[src/rtl/pomc_defines.vh]
// constants of the output modulation control block
`ifndef POMC_DEFINES_VH
`define POMC_DEFINES_VH

// ---------------------------------------------------------------
// register byte addresses
// ---------------------------------------------------------------
`define POMC_ADDR_W        12
`define POMC_ADDR_MOD      12'h000
`define POMC_ADDR_TRAP     12'h004
`define POMC_ADDR_STAT     12'h008
`define POMC_ADDR_IRQ_ST   12'h00C
`define POMC_ADDR_IRQ_MSK  12'h010

// ---------------------------------------------------------------
// modulation control fields
// ---------------------------------------------------------------
`define POMC_MOD_A_LSB     0
`define POMC_MOD_A_MSB     5
`define POMC_MOD_RSVD_LO   6
`define POMC_MOD_MCM_EN    7
`define POMC_MOD_B_LSB     8
`define POMC_MOD_B_MSB     13
`define POMC_MOD_RSVD_HI   14
`define POMC_MOD_XOUT_EN   15
`define POMC_MOD_RESET     16'h0000

// ---------------------------------------------------------------
// trap control fields
// ---------------------------------------------------------------
`define POMC_TRP_SYNC_LSB  0
`define POMC_TRP_SYNC_MSB  1
`define POMC_TRP_SW_EXIT   2
`define POMC_TRP_EN_LSB    8
`define POMC_TRP_EN_MSB    13
`define POMC_TRP_XOUT_EN   14
`define POMC_TRP_PIN_EN    15
`define POMC_TRP_RESET     16'h0000

// trap exit synchronisation codes
`define POMC_SYNC_TA_ZERO  2'h0
`define POMC_SYNC_TB_ZERO  2'h1
`define POMC_SYNC_RSVD     2'h2
`define POMC_SYNC_NONE     2'h3

// ---------------------------------------------------------------
// status and interrupt fields
// ---------------------------------------------------------------
`define POMC_ST_FLAG       0
`define POMC_ST_STATE      1
`define POMC_IRQ_ENTER     0
`define POMC_IRQ_LEAVE     1
`define POMC_IRQ_W         2
`define POMC_IRQ_RESET     2'h0

`endif

[src/rtl/pomc_apb_slave.v]
// apb slave front end: phase tracking, strobes, registered answer
`timescale 1ns/1ns
`default_nettype none

module pomc_apb_slave (
    input  wire        clk_i,
    input  wire        rst_i,
    input  wire        psel_i,
    input  wire        penable_i,
    input  wire        pwrite_i,
    input  wire [11:0] paddr_i,
    input  wire [31:0] rdata_i,
    input  wire        hit_i,
    output wire        wr_o,
    output wire        rd_o,
    output reg  [31:0] prdata_o,
    output reg         pready_o,
    output reg         pslverr_o
);

    wire setup;

    // ---------------------------------------------------------------
    // phase decode
    // ---------------------------------------------------------------
    // answer is prepared in setup, so access always ends in one cycle
    assign setup = psel_i & ~penable_i;
    assign wr_o  = psel_i & penable_i & pready_o & pwrite_i;
    assign rd_o  = psel_i & penable_i & pready_o & ~pwrite_i;

    // ---------------------------------------------------------------
    // answer registers
    // ---------------------------------------------------------------
    always @(posedge clk_i) begin
        if (rst_i) begin
            prdata_o  <= 32'h00000000;
            pready_o  <= 1'b0;
            pslverr_o <= 1'b0;
        end else begin
            pready_o  <= setup;
            pslverr_o <= setup & ~hit_i;
            if (setup & ~pwrite_i) begin
                prdata_o <= hit_i ? rdata_i : 32'h00000000;
            end
        end
    end

endmodule // pomc_apb_slave

`default_nettype wire

[src/rtl/pomc_top.v]
// output modulation and trap entry logic of the six-output compare unit
`timescale 1ns/1ns
`default_nettype none
`include "pomc_defines.vh"

module pomc_top (
    input  wire        clk_i,
    input  wire        rst_i,
    // apb
    input  wire        psel_i,
    input  wire        penable_i,
    input  wire        pwrite_i,
    input  wire [11:0] paddr_i,
    input  wire [31:0] pwdata_i,
    output wire [31:0] prdata_o,
    output wire        pready_o,
    output wire        pslverr_o,
    // patterns, one bit per output
    input  wire [5:0]  timer_a_pattern_i,
    input  wire [5:0]  timer_b_pattern_i,
    input  wire [5:0]  multichannel_pattern_field_i,
    input  wire        timer_b_signal_i,
    // trap exit synchronisation events
    input  wire        timer_a_zero_match_i,
    input  wire        timer_b_zero_match_i,
    // trap pin, active low
    input  wire        trap_input_pin_n_i,
    // outputs
    output reg         channel0_compare_out_o,
    output reg         channel0_complement_out_o,
    output reg         channel1_compare_out_o,
    output reg         channel1_complement_out_o,
    output reg         channel2_compare_out_o,
    output reg         channel2_complement_out_o,
    output reg         timer_b_extra_out_o,
    output reg         trap_state_o,
    output reg         irq_o
);

    // ---------------------------------------------------------------
    // registers and wires
    // ---------------------------------------------------------------
    reg  [5:0]  timer_a_modulation_mask_q;
    reg         multichannel_modulation_enable_q;
    reg  [5:0]  timer_b_modulation_mask_q;
    reg         timer_b_extra_output_enable_q;

    reg  [1:0]  trap_sync_q;
    reg         trap_exit_mode_select_q;
    reg  [5:0]  trap_out_en_q;
    reg         trap_xout_en_q;
    reg         trap_pin_en_q;

    reg         trap_flag_q;
    reg         trap_flag_d;
    reg         trap_state_q;
    reg         trap_state_d;

    reg  [1:0]  irq_status_q;
    reg  [1:0]  irq_status_d;
    reg  [1:0]  irq_mask_q;

    reg  [31:0] rdata;
    reg         hit;
    reg         sync_seen;

    wire        wr;
    wire        rd;
    wire        sel_mod;
    wire        sel_trap;
    wire        sel_stat;
    wire        sel_irq_st;
    wire        sel_irq_msk;
    wire        trap_cond;
    wire [5:0]  out_d;
    wire        xout_d;
    wire [1:0]  irq_event;

    // reset images of both control words, sliced per field
    localparam [15:0] MOD_RST = `POMC_MOD_RESET;
    localparam [15:0] TRP_RST = `POMC_TRP_RESET;

    // ---------------------------------------------------------------
    // bus front end
    // ---------------------------------------------------------------
    pomc_apb_slave u_apb (
        .clk_i     (clk_i),
        .rst_i     (rst_i),
        .psel_i    (psel_i),
        .penable_i (penable_i),
        .pwrite_i  (pwrite_i),
        .paddr_i   (paddr_i),
        .rdata_i   (rdata),
        .hit_i     (hit),
        .wr_o      (wr),
        .rd_o      (rd),
        .prdata_o  (prdata_o),
        .pready_o  (pready_o),
        .pslverr_o (pslverr_o)
    );

    assign sel_mod     = (paddr_i == `POMC_ADDR_MOD);
    assign sel_trap    = (paddr_i == `POMC_ADDR_TRAP);
    assign sel_stat    = (paddr_i == `POMC_ADDR_STAT);
    assign sel_irq_st  = (paddr_i == `POMC_ADDR_IRQ_ST);
    assign sel_irq_msk = (paddr_i == `POMC_ADDR_IRQ_MSK);

    always @* begin
        hit = sel_mod | sel_trap | sel_stat | sel_irq_st | sel_irq_msk;
    end

    // ---------------------------------------------------------------
    // read mux
    // ---------------------------------------------------------------
    always @* begin
        rdata = 32'h00000000;
        if (sel_mod) begin
            rdata[`POMC_MOD_A_MSB:`POMC_MOD_A_LSB] = timer_a_modulation_mask_q;
            rdata[`POMC_MOD_RSVD_LO] = 1'b0;
            rdata[`POMC_MOD_MCM_EN] = multichannel_modulation_enable_q;
            rdata[`POMC_MOD_B_MSB:`POMC_MOD_B_LSB] = timer_b_modulation_mask_q;
            rdata[`POMC_MOD_RSVD_HI] = 1'b0;
            rdata[`POMC_MOD_XOUT_EN] = timer_b_extra_output_enable_q;
        end
        if (sel_trap) begin
            rdata[`POMC_TRP_SYNC_MSB:`POMC_TRP_SYNC_LSB] = trap_sync_q;
            rdata[`POMC_TRP_SW_EXIT] = trap_exit_mode_select_q;
            rdata[`POMC_TRP_EN_MSB:`POMC_TRP_EN_LSB] = trap_out_en_q;
            rdata[`POMC_TRP_XOUT_EN] = trap_xout_en_q;
            rdata[`POMC_TRP_PIN_EN] = trap_pin_en_q;
        end
        if (sel_stat) begin
            rdata[`POMC_ST_FLAG] = trap_flag_q;
            rdata[`POMC_ST_STATE] = trap_state_q;
        end
        if (sel_irq_st) begin
            rdata[`POMC_IRQ_W-1:0] = irq_status_q;
        end
        if (sel_irq_msk) begin
            rdata[`POMC_IRQ_W-1:0] = irq_mask_q;
        end
    end

    // ---------------------------------------------------------------
    // modulation control register
    // ---------------------------------------------------------------
    // reserved bit 6 of each byte is simply not stored
    always @(posedge clk_i) begin
        if (rst_i) begin
            timer_a_modulation_mask_q        <= MOD_RST[`POMC_MOD_A_MSB:`POMC_MOD_A_LSB];
            multichannel_modulation_enable_q <= MOD_RST[`POMC_MOD_MCM_EN];
            timer_b_modulation_mask_q        <= MOD_RST[`POMC_MOD_B_MSB:`POMC_MOD_B_LSB];
            timer_b_extra_output_enable_q    <= MOD_RST[`POMC_MOD_XOUT_EN];
        end else if (wr && sel_mod) begin
            timer_a_modulation_mask_q <=
                pwdata_i[`POMC_MOD_A_MSB:`POMC_MOD_A_LSB];
            multichannel_modulation_enable_q <=
                pwdata_i[`POMC_MOD_MCM_EN];
            timer_b_modulation_mask_q <=
                pwdata_i[`POMC_MOD_B_MSB:`POMC_MOD_B_LSB];
            timer_b_extra_output_enable_q <=
                pwdata_i[`POMC_MOD_XOUT_EN];
        end
    end

    // ---------------------------------------------------------------
    // trap control register
    // ---------------------------------------------------------------
    always @(posedge clk_i) begin
        if (rst_i) begin
            trap_sync_q             <= TRP_RST[`POMC_TRP_SYNC_MSB:`POMC_TRP_SYNC_LSB];
            trap_exit_mode_select_q <= TRP_RST[`POMC_TRP_SW_EXIT];
            trap_out_en_q           <= TRP_RST[`POMC_TRP_EN_MSB:`POMC_TRP_EN_LSB];
            trap_xout_en_q          <= TRP_RST[`POMC_TRP_XOUT_EN];
            trap_pin_en_q           <= TRP_RST[`POMC_TRP_PIN_EN];
        end else if (wr && sel_trap) begin
            trap_sync_q <=
                pwdata_i[`POMC_TRP_SYNC_MSB:`POMC_TRP_SYNC_LSB];
            trap_exit_mode_select_q <= pwdata_i[`POMC_TRP_SW_EXIT];
            trap_out_en_q <=
                pwdata_i[`POMC_TRP_EN_MSB:`POMC_TRP_EN_LSB];
            trap_xout_en_q <= pwdata_i[`POMC_TRP_XOUT_EN];
            trap_pin_en_q  <= pwdata_i[`POMC_TRP_PIN_EN];
        end
    end

    // ---------------------------------------------------------------
    // trap flag and trap state
    // ---------------------------------------------------------------
    // pin gated by its enable, so a floating pin cannot trap at boot
    assign trap_cond = trap_pin_en_q & ~trap_input_pin_n_i;

    always @* begin
        // code 2 is reserved: no event, so the trap state holds
        case (trap_sync_q)
            `POMC_SYNC_TA_ZERO: sync_seen = timer_a_zero_match_i;
            `POMC_SYNC_TB_ZERO: sync_seen = timer_b_zero_match_i;
            `POMC_SYNC_NONE:    sync_seen = 1'b1;
            default:            sync_seen = 1'b0;
        endcase
    end

    always @* begin
        trap_flag_d = trap_flag_q;
        if (trap_cond) begin
            // pin low wins over any clear
            trap_flag_d = 1'b1;
        end else if (!trap_exit_mode_select_q) begin
            trap_flag_d = 1'b0;
        end else if (wr && sel_stat && pwdata_i[`POMC_ST_FLAG]) begin
            // software exit: a written one clears, unless the pin is enabled and low
            trap_flag_d = 1'b0;
        end
    end

    always @* begin
        trap_state_d = trap_state_q;
        if (trap_flag_q) begin
            trap_state_d = 1'b1;
        end else if (sync_seen) begin
            trap_state_d = 1'b0;
        end
    end

    always @(posedge clk_i) begin
        if (rst_i) begin
            trap_flag_q  <= 1'b0;
            trap_state_q <= 1'b0;
        end else begin
            trap_flag_q  <= trap_flag_d;
            trap_state_q <= trap_state_d;
        end
    end

    // ---------------------------------------------------------------
    // interrupt status and mask
    // ---------------------------------------------------------------
    assign irq_event[`POMC_IRQ_ENTER] = trap_state_d & ~trap_state_q;
    assign irq_event[`POMC_IRQ_LEAVE] = ~trap_state_d & trap_state_q;

    always @* begin
        irq_status_d = irq_status_q;
        if (wr && sel_irq_st) begin
            irq_status_d = irq_status_q & ~pwdata_i[`POMC_IRQ_W-1:0];
        end
        // a new event beats a clear in the same cycle
        irq_status_d = irq_status_d | irq_event;
    end

    always @(posedge clk_i) begin
        if (rst_i) begin
            irq_status_q <= `POMC_IRQ_RESET;
            irq_mask_q   <= `POMC_IRQ_RESET;
            irq_o        <= 1'b0;
        end else begin
            irq_status_q <= irq_status_d;
            if (wr && sel_irq_msk) begin
                irq_mask_q <= pwdata_i[`POMC_IRQ_W-1:0];
            end
            // a mask written now counts at once, no stale request
            irq_o <= |(irq_status_d & ((wr && sel_irq_msk) ?
                     pwdata_i[`POMC_IRQ_W-1:0] : irq_mask_q));
        end
    end

    // ---------------------------------------------------------------
    // per-output modulation
    // ---------------------------------------------------------------
    // index order: 0 ch0 cmp, 1 ch0 comp, 2 ch1 cmp,
    // 3 ch1 comp, 4 ch2 cmp, 5 ch2 comp
    genvar g;
    generate
        for (g = 0; g < 6; g = g + 1) begin : g_out
            wire en_a;
            wire en_b;
            wire en_m;
            wire any_en;
            wire level;
            assign en_a = timer_a_modulation_mask_q[g];
            assign en_b = timer_b_modulation_mask_q[g];
            assign en_m = multichannel_modulation_enable_q;
            assign any_en = en_a | en_b | en_m;
            // disabled sources pass through as one; all active ands
            assign level = any_en &
                           (~en_a | timer_a_pattern_i[g]) &
                           (~en_b | timer_b_pattern_i[g]) &
                           (~en_m | multichannel_pattern_field_i[g]);
            // trap forces passive low only on trap-enabled outputs
            assign out_d[g] = level & ~(trap_state_d & trap_out_en_q[g]);
        end
    endgenerate

    // extra output has its own trap enable, apart from the six
    assign xout_d = timer_b_extra_output_enable_q & timer_b_signal_i &
                    ~(trap_state_d & trap_xout_en_q);

    // ---------------------------------------------------------------
    // output flops
    // ---------------------------------------------------------------
    // trap decision uses the next state, so forced levels reach pins on the same edge as trap_state_o, two edges after the pin
    always @(posedge clk_i) begin
        if (rst_i) begin
            channel0_compare_out_o    <= 1'b0;
            channel0_complement_out_o <= 1'b0;
            channel1_compare_out_o    <= 1'b0;
            channel1_complement_out_o <= 1'b0;
            channel2_compare_out_o    <= 1'b0;
            channel2_complement_out_o <= 1'b0;
            timer_b_extra_out_o       <= 1'b0;
            trap_state_o              <= 1'b0;
        end else begin
            channel0_compare_out_o    <= out_d[0];
            channel0_complement_out_o <= out_d[1];
            channel1_compare_out_o    <= out_d[2];
            channel1_complement_out_o <= out_d[3];
            channel2_compare_out_o    <= out_d[4];
            channel2_complement_out_o <= out_d[5];
            timer_b_extra_out_o       <= xout_d;
            trap_state_o              <= trap_state_d;
        end
    end

endmodule // pomc_top

`default_nettype wire

[config.mk]
export PLATFORM = sky130hd
export DESIGN_NAME = pomc_top
export DESIGN_NICKNAME = d
export VERILOG_FILES = /design/src/rtl/pomc_apb_slave.v /design/src/rtl/pomc_top.v
export VERILOG_INCLUDE_DIRS = /design/src /design/src/rtl
export SDC_FILE = /design/constraint.sdc
export NUM_CORES = 1
export LEC_CHECK = 0
export BUFFER_PORTS_ARGS = -buffer_cell sky130_fd_sc_hd__buf_2
export CORE_MARGIN = 4
export CORE_UTILIZATION = 50
export DETAILED_ROUTE_END_ITERATION = 6
export PLACE_DENSITY = 0.84
export SLEW_MARGIN = 40
export SYNTH_ARGS = -nofsm -noshare
export SYNTH_HDL_FRONTEND = slang
export SYNTH_SLANG_ARGS = --single-unit
[constraint.sdc]
create_clock -name clk_i -period 3.1 [get_ports clk_i]
set_clock_uncertainty 0.15 [all_clocks]
set_input_delay 0.775 -clock clk_i [delete_from_list [all_inputs] [get_ports clk_i]]
set_output_delay 0.775 -clock clk_i [all_outputs]
set_load 0.05 [all_outputs]
==> summary.log, run 1 <==
[run_status] run status complete, no violations
[timing] Slew headroom 60.2%
[die] area of the placeable core 4820 um^2
[detailed_routing] number of iterations in the first detailed-routing pass 4
[placed_design] port buffer count 79
[clock_network] clock tree from TritonCTS yes
[clock_network] Longest Clk Path Bufs 2
[synthesis] total of flip-flops plus latches after synthesis 56
[synthesis] Most used DFF post-synth dfxtp_1
[synthesis] Unique masters post-synth 41
[critical_path] required arrival time at the worst endpoint 3200 ps
[timing] final critical-path share of the clock period 73.7%
[finish] commonest non-fill, non-tap cell in the layout buf_2
[global_routing] Congestion Overflow GR 0
[power_and_ir_drop] maximum vdd ir drop 277 uV
[synthesis] Post-synth EDFFs 0
[global_routing] maximum number of pins on one net before global-route repair 43
[finish] post-route cell area 3020 um^2
[critical_path] maximum fanout along the worst path 9
[global_routing] overall global routing resource usage 18.4%
[detailed_routing] wire length on met1 2360 um
[power_and_ir_drop] PD cells 412 nW/um^2
[placed_design] total placed instance area 2930 um^2
[critical_path] critical path launch point paddr_i[9]
[global_routing] first-pass GRT wire length 9280 um
[detailed_routing] count of vias placed by the detailed router 2164
[finish] antenna cell count 0
[timing] min cycle time layout 2280 ps
[finish] final-stage net count 414
[detailed_routing] detailed router's first-iteration violation count 112
[timing] final max-slew violation count 0
[critical_path] source of the worst register-to-register timing path u_apb.pready_o$_SDFF_PP0_
[critical_path] Crit Path Category in2reg
[power_and_ir_drop] static power due to leakage 0.00143 uW
[die] effective utilization at floorplan 52.4%
[synthesis] post-synthesis sequential area ratio 44.4%
[finish] layout overhead on the synthesized area 19.6%
[critical_path] Worst Setup Start Kind input port
[critical_path] Crit path arrival time 2390 ps
[timing] unrepaired setup endpoints after global routing false
[detailed_routing] routed length per placed instance 14.1 um
[detailed_routing] uppermost layer routed met4
[clock_network] post-CTS setup buffers 0
[clock_network] number of buffers inserted for hold repair after clock tree synthesis 0
[timing] Final setup violation count 0
[detailed_routing] met2 wire len 2920 um
[finish] leading cell types in the layout, fill and taps excluded 79 x buf_2, 56 x dfxtp_1, 37 x nor2_1
[timing] Setup WS post-layout 816 ps
[clock_network] root cell of the clock tree clkbuf_8
[detailed_routing] per-cell via count in the routed design 5.27
[detailed_routing] wire length after detailed routing 5780 um
[synthesis] count of yosys warnings during synthesis 0
[die] die area 6240 um^2
[die] # rows 25
[placed_design] final weighted congestion of routability-driven global placement 0.726
[finish] ratio of cells with drive above 1 in the final layout 29.9%
[global_routing] number of antenna violations at the first check in global routing 0
[synthesis] mean area per synthesized cell 9.59 um^2
[worst_hold_path] Hold Crit Start trap_out_en_q[0]$_SDFFE_PP0P_
[clock_network] clock transition at the register clock pins on the worst setup and hold paths after CTS 100 ps
[synthesis] post-synthesis instance area 2520 um^2
[global_routing] via count of the first global-routing pass 2081
[timing] final setup TNS 0 ps
[placed_design] pre-CTS setup slack 491 ps
[clock_network] number of gates given a new drive strength after cts 0
[synthesis] Post-Synthesis Cells 263
[die] I/O pin count 114
[timing] final-report hold violation count 0
[clock_network] total clock buffers created by CTS 5
[detailed_routing] residual DRC count 0
[timing] maximum frequency from static timing analysis 0.438 GHz
[timing] transition time of the tightest slew-check pin 593 ps
[die] die outline width 79.0 um
[placed_design] dpl hpwl 4340 um
[synthesis] share of flip-flops with an asynchronous set or reset after synthesis 0%
[job] max capacitance violation total 0
[worst_hold_path] Hold/Removal Path Class reg2reg
[clock_network] clock insertion delay at the later pin of the skew report 300 ps
[die] Die Ht 79.0 um
[detailed_routing] remaining antenna violation count 0
[detailed_routing] WL met3 449 um
[critical_path] critical path capture point type flop
[clock_network] total number of clock tree sinks 56
[clock_network] # H-tree levels 2
==> where the power goes <==
group	total, uW	leakage (uW)	internal [uW]	switching [uW]
clock network	394	0.0000445	161	234
registers	720	0.000451	720	0.278
logic	128	0.000936	35.7	92.7
total	1240	0.00143	916	327
==> metrics by stage <==
stage	hold slack (ps)	power (uW)	cells	utilization [%]
after CTS	320	1250	411	62.6
final	317	1240	411	62.6
after global routing	350	1300	411	62.6
after floorplan	279	835	279	-
after global placement	296	863	403	60.8
after detailed placement	298	864	403	60.8
==> final timing paths <==
path / end / slack [ps] / cells past startpoint
max: u_apb.prdata_o[12]$_SDFFE_PP0P_ / 820 / 6
min: channel0_compare_out_o$_SDFF_PP0_ / 320 / 1
max reg2reg: irq_o$_SDFF_PP0_ / 1240 / 5
min reg2reg: channel0_compare_out_o$_SDFF_PP0_ / 320 / 1
==> layer usage <==
metal / up-vias / track usage, %
met5: - / 0
met4: 0 / 5.84
met3: 7 / 4.08
met2: 78 / 32.5
met1: 1030 / 22.2
li1: 1049 / -
==> state kept, by name (all words and copies together), names as in the netlist, 2 cells and up <==
name,count
trap_out_en_q,6
irq_mask_q,2
irq_status_q,2
u_apb.prdata_o,15
timer_a_modulation_mask_q,6
trap_sync_q,2
timer_b_modulation_mask_q,6
==> Yosys cell counts, drive strengths merged (2+ instances only) <==
cell type | n | share of area, %
dfxtp | 56 | 44
nor2 | 37 | 5.5
mux2i | 27 | 11
buf | 23 | 6.5
inv | 21 | 3.1
a21oi | 13 | 2.6
a21o | 10 | 3.0
a22oi | 10 | 3.0
a22o | 9 | 3.1
clkbuf | 6 | 0.89
nand2 | 6 | 0.89
o311ai | 6 | 2.1
nor2b | 4 | 0.99
nor4 | 4 | 2.8
o21ai | 4 | 0.79
nand2b | 3 | 0.74
a31oi | 2 | 0.50
mux4 | 2 | 1.8
nand3 | 2 | 0.40
nor3 | 2 | 0.60
nor4b | 2 | 0.94
==> final cells by class <==
class	count	area, um^2
clock buffers	5	68.8
clock inverters	3	21.3
fillers	425	1800
flip-flops and latches	56	1120
repair buffers	86	448
multi-input cells	173	1190
well taps	67	83.8
inverters	21	78.8
==> worst max-delay path: stages <==
cell and delay, ps:
buf_2 110, nor4_4 340, nand4b_4 250, nor4_4 610
a22o_1 220, a21o_1 80
==> logic make-up after synthesis <==
logic type	after synthesis	synth area share (%)
AOI/OAI and AO/OA	60	17.0
muxes	29	12.5
buffers and inverters	50	10.6
DFF	56	44.4
other	1	0.149
and+or+nand+nor	67	15.4
No activity file was read; power rests on OpenSTA's default activity.
==> run 2, diff against run 1 <==
--- a/config.mk
+++ b/config.mk
@@ -8,9 +8,9 @@
 export LEC_CHECK = 0
 export BUFFER_PORTS_ARGS = -buffer_cell sky130_fd_sc_hd__buf_2
 export CORE_MARGIN = 4
-export CORE_UTILIZATION = 50
+export CORE_UTILIZATION = 42
 export DETAILED_ROUTE_END_ITERATION = 6
-export PLACE_DENSITY = 0.84
+export PLACE_DENSITY = 0.76
 export SLEW_MARGIN = 40
 export SYNTH_ARGS = -nofsm -noshare
 export SYNTH_HDL_FRONTEND = slang
==> constraint.sdc (replaced) <==
create_clock -name clk_i -period 2.1 [get_ports clk_i]
set_clock_uncertainty 0.15 [all_clocks]
set_input_delay 0.525 -clock clk_i [delete_from_list [all_inputs] [get_ports clk_i]]
set_output_delay 0.525 -clock clk_i [all_outputs]
set_load 0.05 [all_outputs]
==> run 2 against run 1 <==
Clock-buffer cell count grew 1. Worst setup slack got worse by 670 ps. Routed wire length is 6.2% higher. Global-route usage decreased by 1.5 points. Sequential share of layout area down 0.84 points. Utilization decreased by 8.2 points. Total power is 49% higher. Clock power grew 51%. Register-to-register slack got worse by 830 ps. Critical path type unchanged. Critical endpoint is now trap_flag_q$_SDFFE_PP0P_. Largest power group unchanged. Highest routed layer unchanged.
==> summary.log, run 2 (synthesized netlist as in run 1, its figures left out) <==
[finish] register with the most flip-flops u_apb.prdata_o
[critical_path] Crit path arrival time 2010 ps [-380 ps]
[clock_network] clock insertion delay at the later pin of the skew report 310 ps [about the same]
[global_routing] first-pass GRT wire length 10000 um [+8.3%]
[placed_design] dpl hpwl 4630 um [+6.6%]
[global_routing] overall global routing resource usage 17.0% [-1.5 points]
[critical_path] maximum fanout along the worst path 8 [-1]
[die] effective utilization at floorplan 44.4% [-7.9 points]
[timing] Slew headroom 63.5% [+3.3 points]
[clock_network] clock tree from TritonCTS yes
[placed_design] final weighted congestion of routability-driven global placement 0.791 [+9.0%]
[clock_network] total clock buffers created by CTS 5 [unchanged]
[clock_network] root cell of the clock tree clkbuf_8
[die] die area 7310 um^2 [+17%]
[timing] final critical-path share of the clock period 93.0%
[finish] final core utilization 54.4% [-8.2 points]
[timing] final max-slew violation count 0 [unchanged]
[detailed_routing] wire length after detailed routing 6140 um [+6.2%]
[critical_path] critical path capture point type flop
[finish] leading cell types in the layout, fill and taps excluded 79 x buf_2, 56 x dfxtp_1, 37 x nor2_1
[clock_network] number of gates given a new drive strength after cts 0 [unchanged]
[finish] ratio of cells with drive above 1 in the final layout 31.4% [+1.5 points]
[finish] register cell area after layout 1120 um^2 [unchanged]
[finish] Fill cells 543 [+28%]
[run_status] run status complete, no violations
[critical_path] required arrival time at the worst endpoint 2150 ps [-1050 ps]
[power_and_ir_drop] maximum vdd ir drop 296 uV [+6.9%]
[detailed_routing] detailed router's first-iteration violation count 132 [+18%]
[die] Die Ht 85.5 um [+8.2%]
[detailed_routing] number of iterations in the first detailed-routing pass 4 [unchanged]
[timing] transition time of the tightest slew-check pin 545 ps [-47.8 ps]
[power_and_ir_drop] static power due to leakage 0.00147 uW [+2.4%]
[clock_network] number of buffers inserted for hold repair after clock tree synthesis 0 [unchanged]
[placed_design] port buffer count 79 [unchanged]
[timing] min cycle time layout 1950 ps
[finish] final-stage net count 420 [+1.4%]
[finish] Largest register FFs 15 [unchanged]
[detailed_routing] routed length per placed instance 14.5 um [+3.4%]
[global_routing] Congestion Overflow GR 0 [unchanged]
[timing] final-report hold violation count 0 [unchanged]
[global_routing] maximum number of pins on one net before global-route repair 47 [+9.3%]
[finish] commonest non-fill, non-tap cell in the layout buf_2
[detailed_routing] per-cell via count in the routed design 5.13 [-2.7%]
[finish] footprint of the multi-input gates 1200 um^2 [+0.63%]
[die] die outline width 85.5 um [+8.2%]
[global_routing] via count of the first global-routing pass 2133 [+2.5%]
[power_and_ir_drop] PD cells 600 nW/um^2 [+46%]
[power_and_ir_drop] power after layout 1850 uW [+49%]
[die] area of the placeable core 5680 um^2 [+18%]
[timing] unrepaired setup endpoints after global routing false
[clock_network] Longest Clk Path Bufs 2 [unchanged]
[detailed_routing] residual DRC count 0 [unchanged]
[timing] maximum frequency from static timing analysis 0.512 GHz
[clock_network] # H-tree levels 2 [unchanged]
[timing] Final setup violation count 0 [unchanged]
[finish] layout overhead on the synthesized area 22.4%
[job] max capacitance violation total 0 [unchanged]
[critical_path] Crit Path Category in2reg
[clock_network] total number of clock tree sinks 56 [unchanged]
[clock_network] clock transition at the register clock pins on the worst setup and hold paths after CTS 100 ps [about the same]
[clock_network] post-CTS setup buffers 0 [unchanged]
[worst_hold_path] Hold/Removal Path Class in2reg
[detailed_routing] count of vias placed by the detailed router 2163 [-0.046%]
[die] I/O pin count 114 [unchanged]
[detailed_routing] remaining antenna violation count 0 [unchanged]
[finish] antenna cell count 0 [unchanged]
[critical_path] Worst Setup Start Kind input port
[die] # rows 27 [+8.0%]
[global_routing] number of antenna violations at the first check in global routing 0 [unchanged]
[run 2: layer usage]
layer	wire length [um]	up-vias	global-route usage, %	part of all wire, %
li1	-	1063	-	-
met5	0	-	0	0
met1	2600	1007	21.4	42
met3	492	7	3.55	8.0
met2	2970	86	29.0	48
met4	65	0	5.32	1.1
[run 2: per-stage QoR]
stage	cell area [um^2]	TNS (ps)	hold WS [ps]	setup WS [ps]	std cells
after floorplan	2590	-140	279	-14.0	279
after global placement	3000	-3220	286	-150	414
after detailed placement	3000	-3880	297	-178	414
after CTS	3090	0	300	137	422
after global routing	3090	0	301	52.4	422
final	3090	0	299	146	422
[run 2: area by class of cell]
type	instances	share of cell area, %
multi-input combinational	173	39.0
sequential	56	36.3
timing repair buffer	92	16.4
tap	72	2.92
inverter	21	2.55
clock buffer	6	2.35
clock inverter	2	0.527
[run 2: path summary, 6_finish.rpt]
check	startpoint	end	slack [ps]	cells after the start
hold / removal	pwdata_i[7]	g_out[0].en_m$_SDFFE_PP0P_	300	3
setup / recovery	paddr_i[9]	trap_flag_q$_SDFFE_PP0P_	150	6
setup reg to reg	u_apb.pready_o$_SDFF_PP0_	irq_o$_SDFF_PP0_	410	6
hold reg to reg	trap_out_en_q[0]$_SDFFE_PP0P_	channel0_compare_out_o$_SDFF_PP0_	320	1
[run 2: power breakdown]
part,switching [uW],internal [uW]
sequential,0.529,1060
combinational,139,55.6
clock,355,238
[run 2: worst max-delay path: stages]
cell and delay, ps:
buf_2 110, nor4_4 320, nand4b_4 260, or4_1 530, a32oi_1 200, nor2_1 60
==> run 3, diff against run 2 <==
--- a/config.mk
+++ b/config.mk
@@ -7,10 +7,12 @@
 export NUM_CORES = 1
 export LEC_CHECK = 0
 export BUFFER_PORTS_ARGS = -buffer_cell sky130_fd_sc_hd__buf_2
+export CELL_PAD_IN_SITES_DETAIL_PLACEMENT = 0
+export CELL_PAD_IN_SITES_GLOBAL_PLACEMENT = 2
 export CORE_MARGIN = 4
-export CORE_UTILIZATION = 42
+export CORE_UTILIZATION = 24
 export DETAILED_ROUTE_END_ITERATION = 6
-export PLACE_DENSITY = 0.76
+export PLACE_DENSITY_LB_ADDON = 0.1
 export SLEW_MARGIN = 40
 export SYNTH_ARGS = -nofsm -noshare
 export SYNTH_HDL_FRONTEND = slang
==> run 3 against run 2 <==
Flip-flop and latch count is the same. First-iteration DRC count is 22% lower. Largest power group unchanged. Critical path type unchanged. Clock-buffer cell count did not move. Via count shrank 2.1%. Global-route usage shrank 4.8 points. Worst setup slack got worse by 15 ps. Routed wire length grew 19%.
==> summary.log, run 3 (synthesized netlist as in run 1, its figures left out) <==
[timing] final-report hold violation count 0 [unchanged]
[global_routing] via count of the first global-routing pass 2296 [+7.6%]
[power_and_ir_drop] PD cells 617 nW/um^2 [+3.0%]
[global_routing] number of antenna violations at the first check in global routing 0 [unchanged]
[placed_design] dpl hpwl 5330 um [+15%]
[finish] final-stage net count 422 [+0.48%]
[job] max capacitance violation total 0 [unchanged]
[critical_path] Worst Setup Start Kind input port
[die] effective utilization at floorplan 24.5% [-20 points]
[detailed_routing] remaining antenna violation count 0 [unchanged]
[timing] transition time of the tightest slew-check pin 619 ps [+73.4 ps]
[worst_hold_path] Hold/Removal Path Class in2reg
[clock_network] number of buffers inserted for hold repair after clock tree synthesis 0 [unchanged]
[critical_path] delay-heaviest family, CP simple AND/OR/NAND/NOR gates
[die] Die Ht 111 um [+29%]
[finish] ratio of cells with drive above 1 in the final layout 31.8% [+0.39 points]
[critical_path] critical-path cell list buf_2 -> nor4_4 -> nand4b_4 -> or4_1 -> a32oi_1 -> nor2_1
[detailed_routing] number of iterations in the first detailed-routing pass 4 [unchanged]
[critical_path] total buffers and inverters traversed by the critical path 1 [unchanged]
[finish] antenna cell count 0 [unchanged]
[run_status] run status complete, no violations
[clock_network] clock insertion delay at the later pin of the skew report 310 ps [about the same]
[power_and_ir_drop] static power due to leakage 0.00149 uW [+1.9%]
[finish] Largest register FFs 15 [unchanged]
[detailed_routing] detailed router's first-iteration violation count 103 [-22%]
[critical_path] crit-path max cell delay 530 ps [about the same]
[clock_network] total clock buffers created by CTS 5 [unchanged]
[critical_path] Crit path arrival time 2020 ps [about the same]
[global_routing] Congestion Overflow GR 0 [unchanged]
[power_and_ir_drop] maximum vdd ir drop 250 uV [-15%]
[placed_design] final weighted congestion of routability-driven global placement 0.690 [-13%]
[detailed_routing] wire length after detailed routing 7330 um [+19%]
[global_routing] maximum number of pins on one net before global-route repair 47 [unchanged]
[clock_network] clock transition at the register clock pins on the worst setup and hold paths after CTS 110 ps [about the same]
[clock_network] clock tree from TritonCTS yes
[critical_path] required arrival time at the worst endpoint 2150 ps [about the same]
[finish] footprint of the multi-input gates 1200 um^2 [unchanged]
[placed_design] port buffer count 79 [unchanged]
[timing] maximum frequency from static timing analysis 0.508 GHz [-0.75%]
[global_routing] first-pass GRT wire length 12000 um [+20%]
[timing] unrepaired setup endpoints after global routing false
[clock_network] number of gates given a new drive strength after cts 0 [unchanged]
[clock_network] total number of clock tree sinks 56 [unchanged]
[timing] min cycle time layout 1970 ps [+14.7 ps]
[die] die outline width 111 um [+29%]
[critical_path] Crit-path slowest cell or4_1
[timing] Final setup violation count 0 [unchanged]
[critical_path] critical path capture point type flop
[clock_network] root cell of the clock tree clkbuf_8
[detailed_routing] residual DRC count 0 [unchanged]
[finish] Fill cells 1134 [+110%]
[die] I/O pin count 114 [unchanged]
[detailed_routing] count of vias placed by the detailed router 2118 [-2.1%]
[finish] commonest non-fill, non-tap cell in the layout buf_2
[clock_network] # H-tree levels 2 [unchanged]
[global_routing] overall global routing resource usage 12.1% [-4.8 points]
[clock_network] Longest Clk Path Bufs 2 [unchanged]
[finish] layout overhead on the synthesized area 27.4%
[detailed_routing] routed length per placed instance 15.0 um [+3.3%]
[power_and_ir_drop] power after layout 1980 uW [+7.2%]
[die] die area 12200 um^2 [+67%]
[die] # rows 37 [+37%]
[finish] register cell area after layout 1120 um^2 [unchanged]
[finish] register with the most flip-flops u_apb.prdata_o
[critical_path] Crit Path Category in2reg
[critical_path] maximum fanout along the worst path 8 [unchanged]
[detailed_routing] per-cell via count in the routed design 4.34 [-15%]
[timing] final critical-path share of the clock period 93.7% [+0.70 points]
[timing] Slew headroom 58.6% [-4.9 points]
[timing] final max-slew violation count 0 [unchanged]
[timing] post-route worst hold slack 295 ps [-4.00 ps]
[clock_network] post-CTS setup buffers 0 [unchanged]
[die] area of the placeable core 10300 um^2 [+81%]
[finish] leading cell types in the layout, fill and taps excluded 79 x buf_2, 56 x dfxtp_1, 37 x nor2_1
-- run 3: cell count changes in the layout (fill, tap and decap cells not counted), sizes merged --
cell / before / now
clkinvlp: 1 / 0
buf: 92 / 94
bufinv: 0 / 1
-- run 3: layout make-up --
cell class | instances | share of cell area, %
Multi-Input combinational cell | 173 | 37.4
Sequential cell | 56 | 34.9
Timing Repair Buffer | 94 | 16.6
Tap cell | 136 | 5.30
Inverter | 21 | 2.45
Clock buffer | 6 | 2.26
Clock inverter | 2 | 1.09
-- run 3: tightest hold or removal path: stages --
cell and delay [ps]:
buf_2 80, mux2i_1 50, nor2_1 70
-- run 3: per-layer routing --
metal | wire length [um] | vias up | track usage (%)
met5 | 0 | - | 0
met4 | 38 | 0 | 2.46
met3 | 368 | 2 | 3.12
met2 | 3350 | 61 | 19.1
met1 | 3570 | 990 | 16.9
li1 | - | 1065 | -
-- run 3: metrics by stage --
step / worst slack [ps] / util [%] / setup TNS, ps / area, um^2 / instances
2_1_floorplan: -14.0 / - / -140 / 2590 / 279
3_3_place_gp: -202 / 30.2 / -5950 / 3100 / 480
6_report: 131 / 31.3 / 0 / 3210 / 488
3_5_place_dp: -215 / 30.2 / -5240 / 3110 / 480
4_1_cts: 113 / 31.3 / 0 / 3210 / 488
5_1_grt: 4.09 / 31.3 / 0 / 3210 / 488
-- run 3: path summary, 6_finish.rpt --
kind / startpoint / endpoint / slack (ps) / cells after the start
setup / recovery: paddr_i[9] / trap_flag_q$_SDFFE_PP0P_ / 130 / 6
hold / removal: pwdata_i[7] / g_out[0].en_m$_SDFFE_PP0P_ / 300 / 3
hold reg to reg: u_apb.prdata_o[0]$_SDFFE_PP0P_ / u_apb.prdata_o[0]$_SDFFE_PP0P_ / 300 / 2
setup reg to reg: u_apb.pready_o$_SDFF_PP0_ / trap_flag_q$_SDFFE_PP0P_ / 400 / 5
-- run 3: power breakdown --
part	switching [uW]	leakage [uW]	internal, uW
registers	0.538	0.000451	1060
clock network	362	0.0000552	355
logic	144	0.000988	59.4
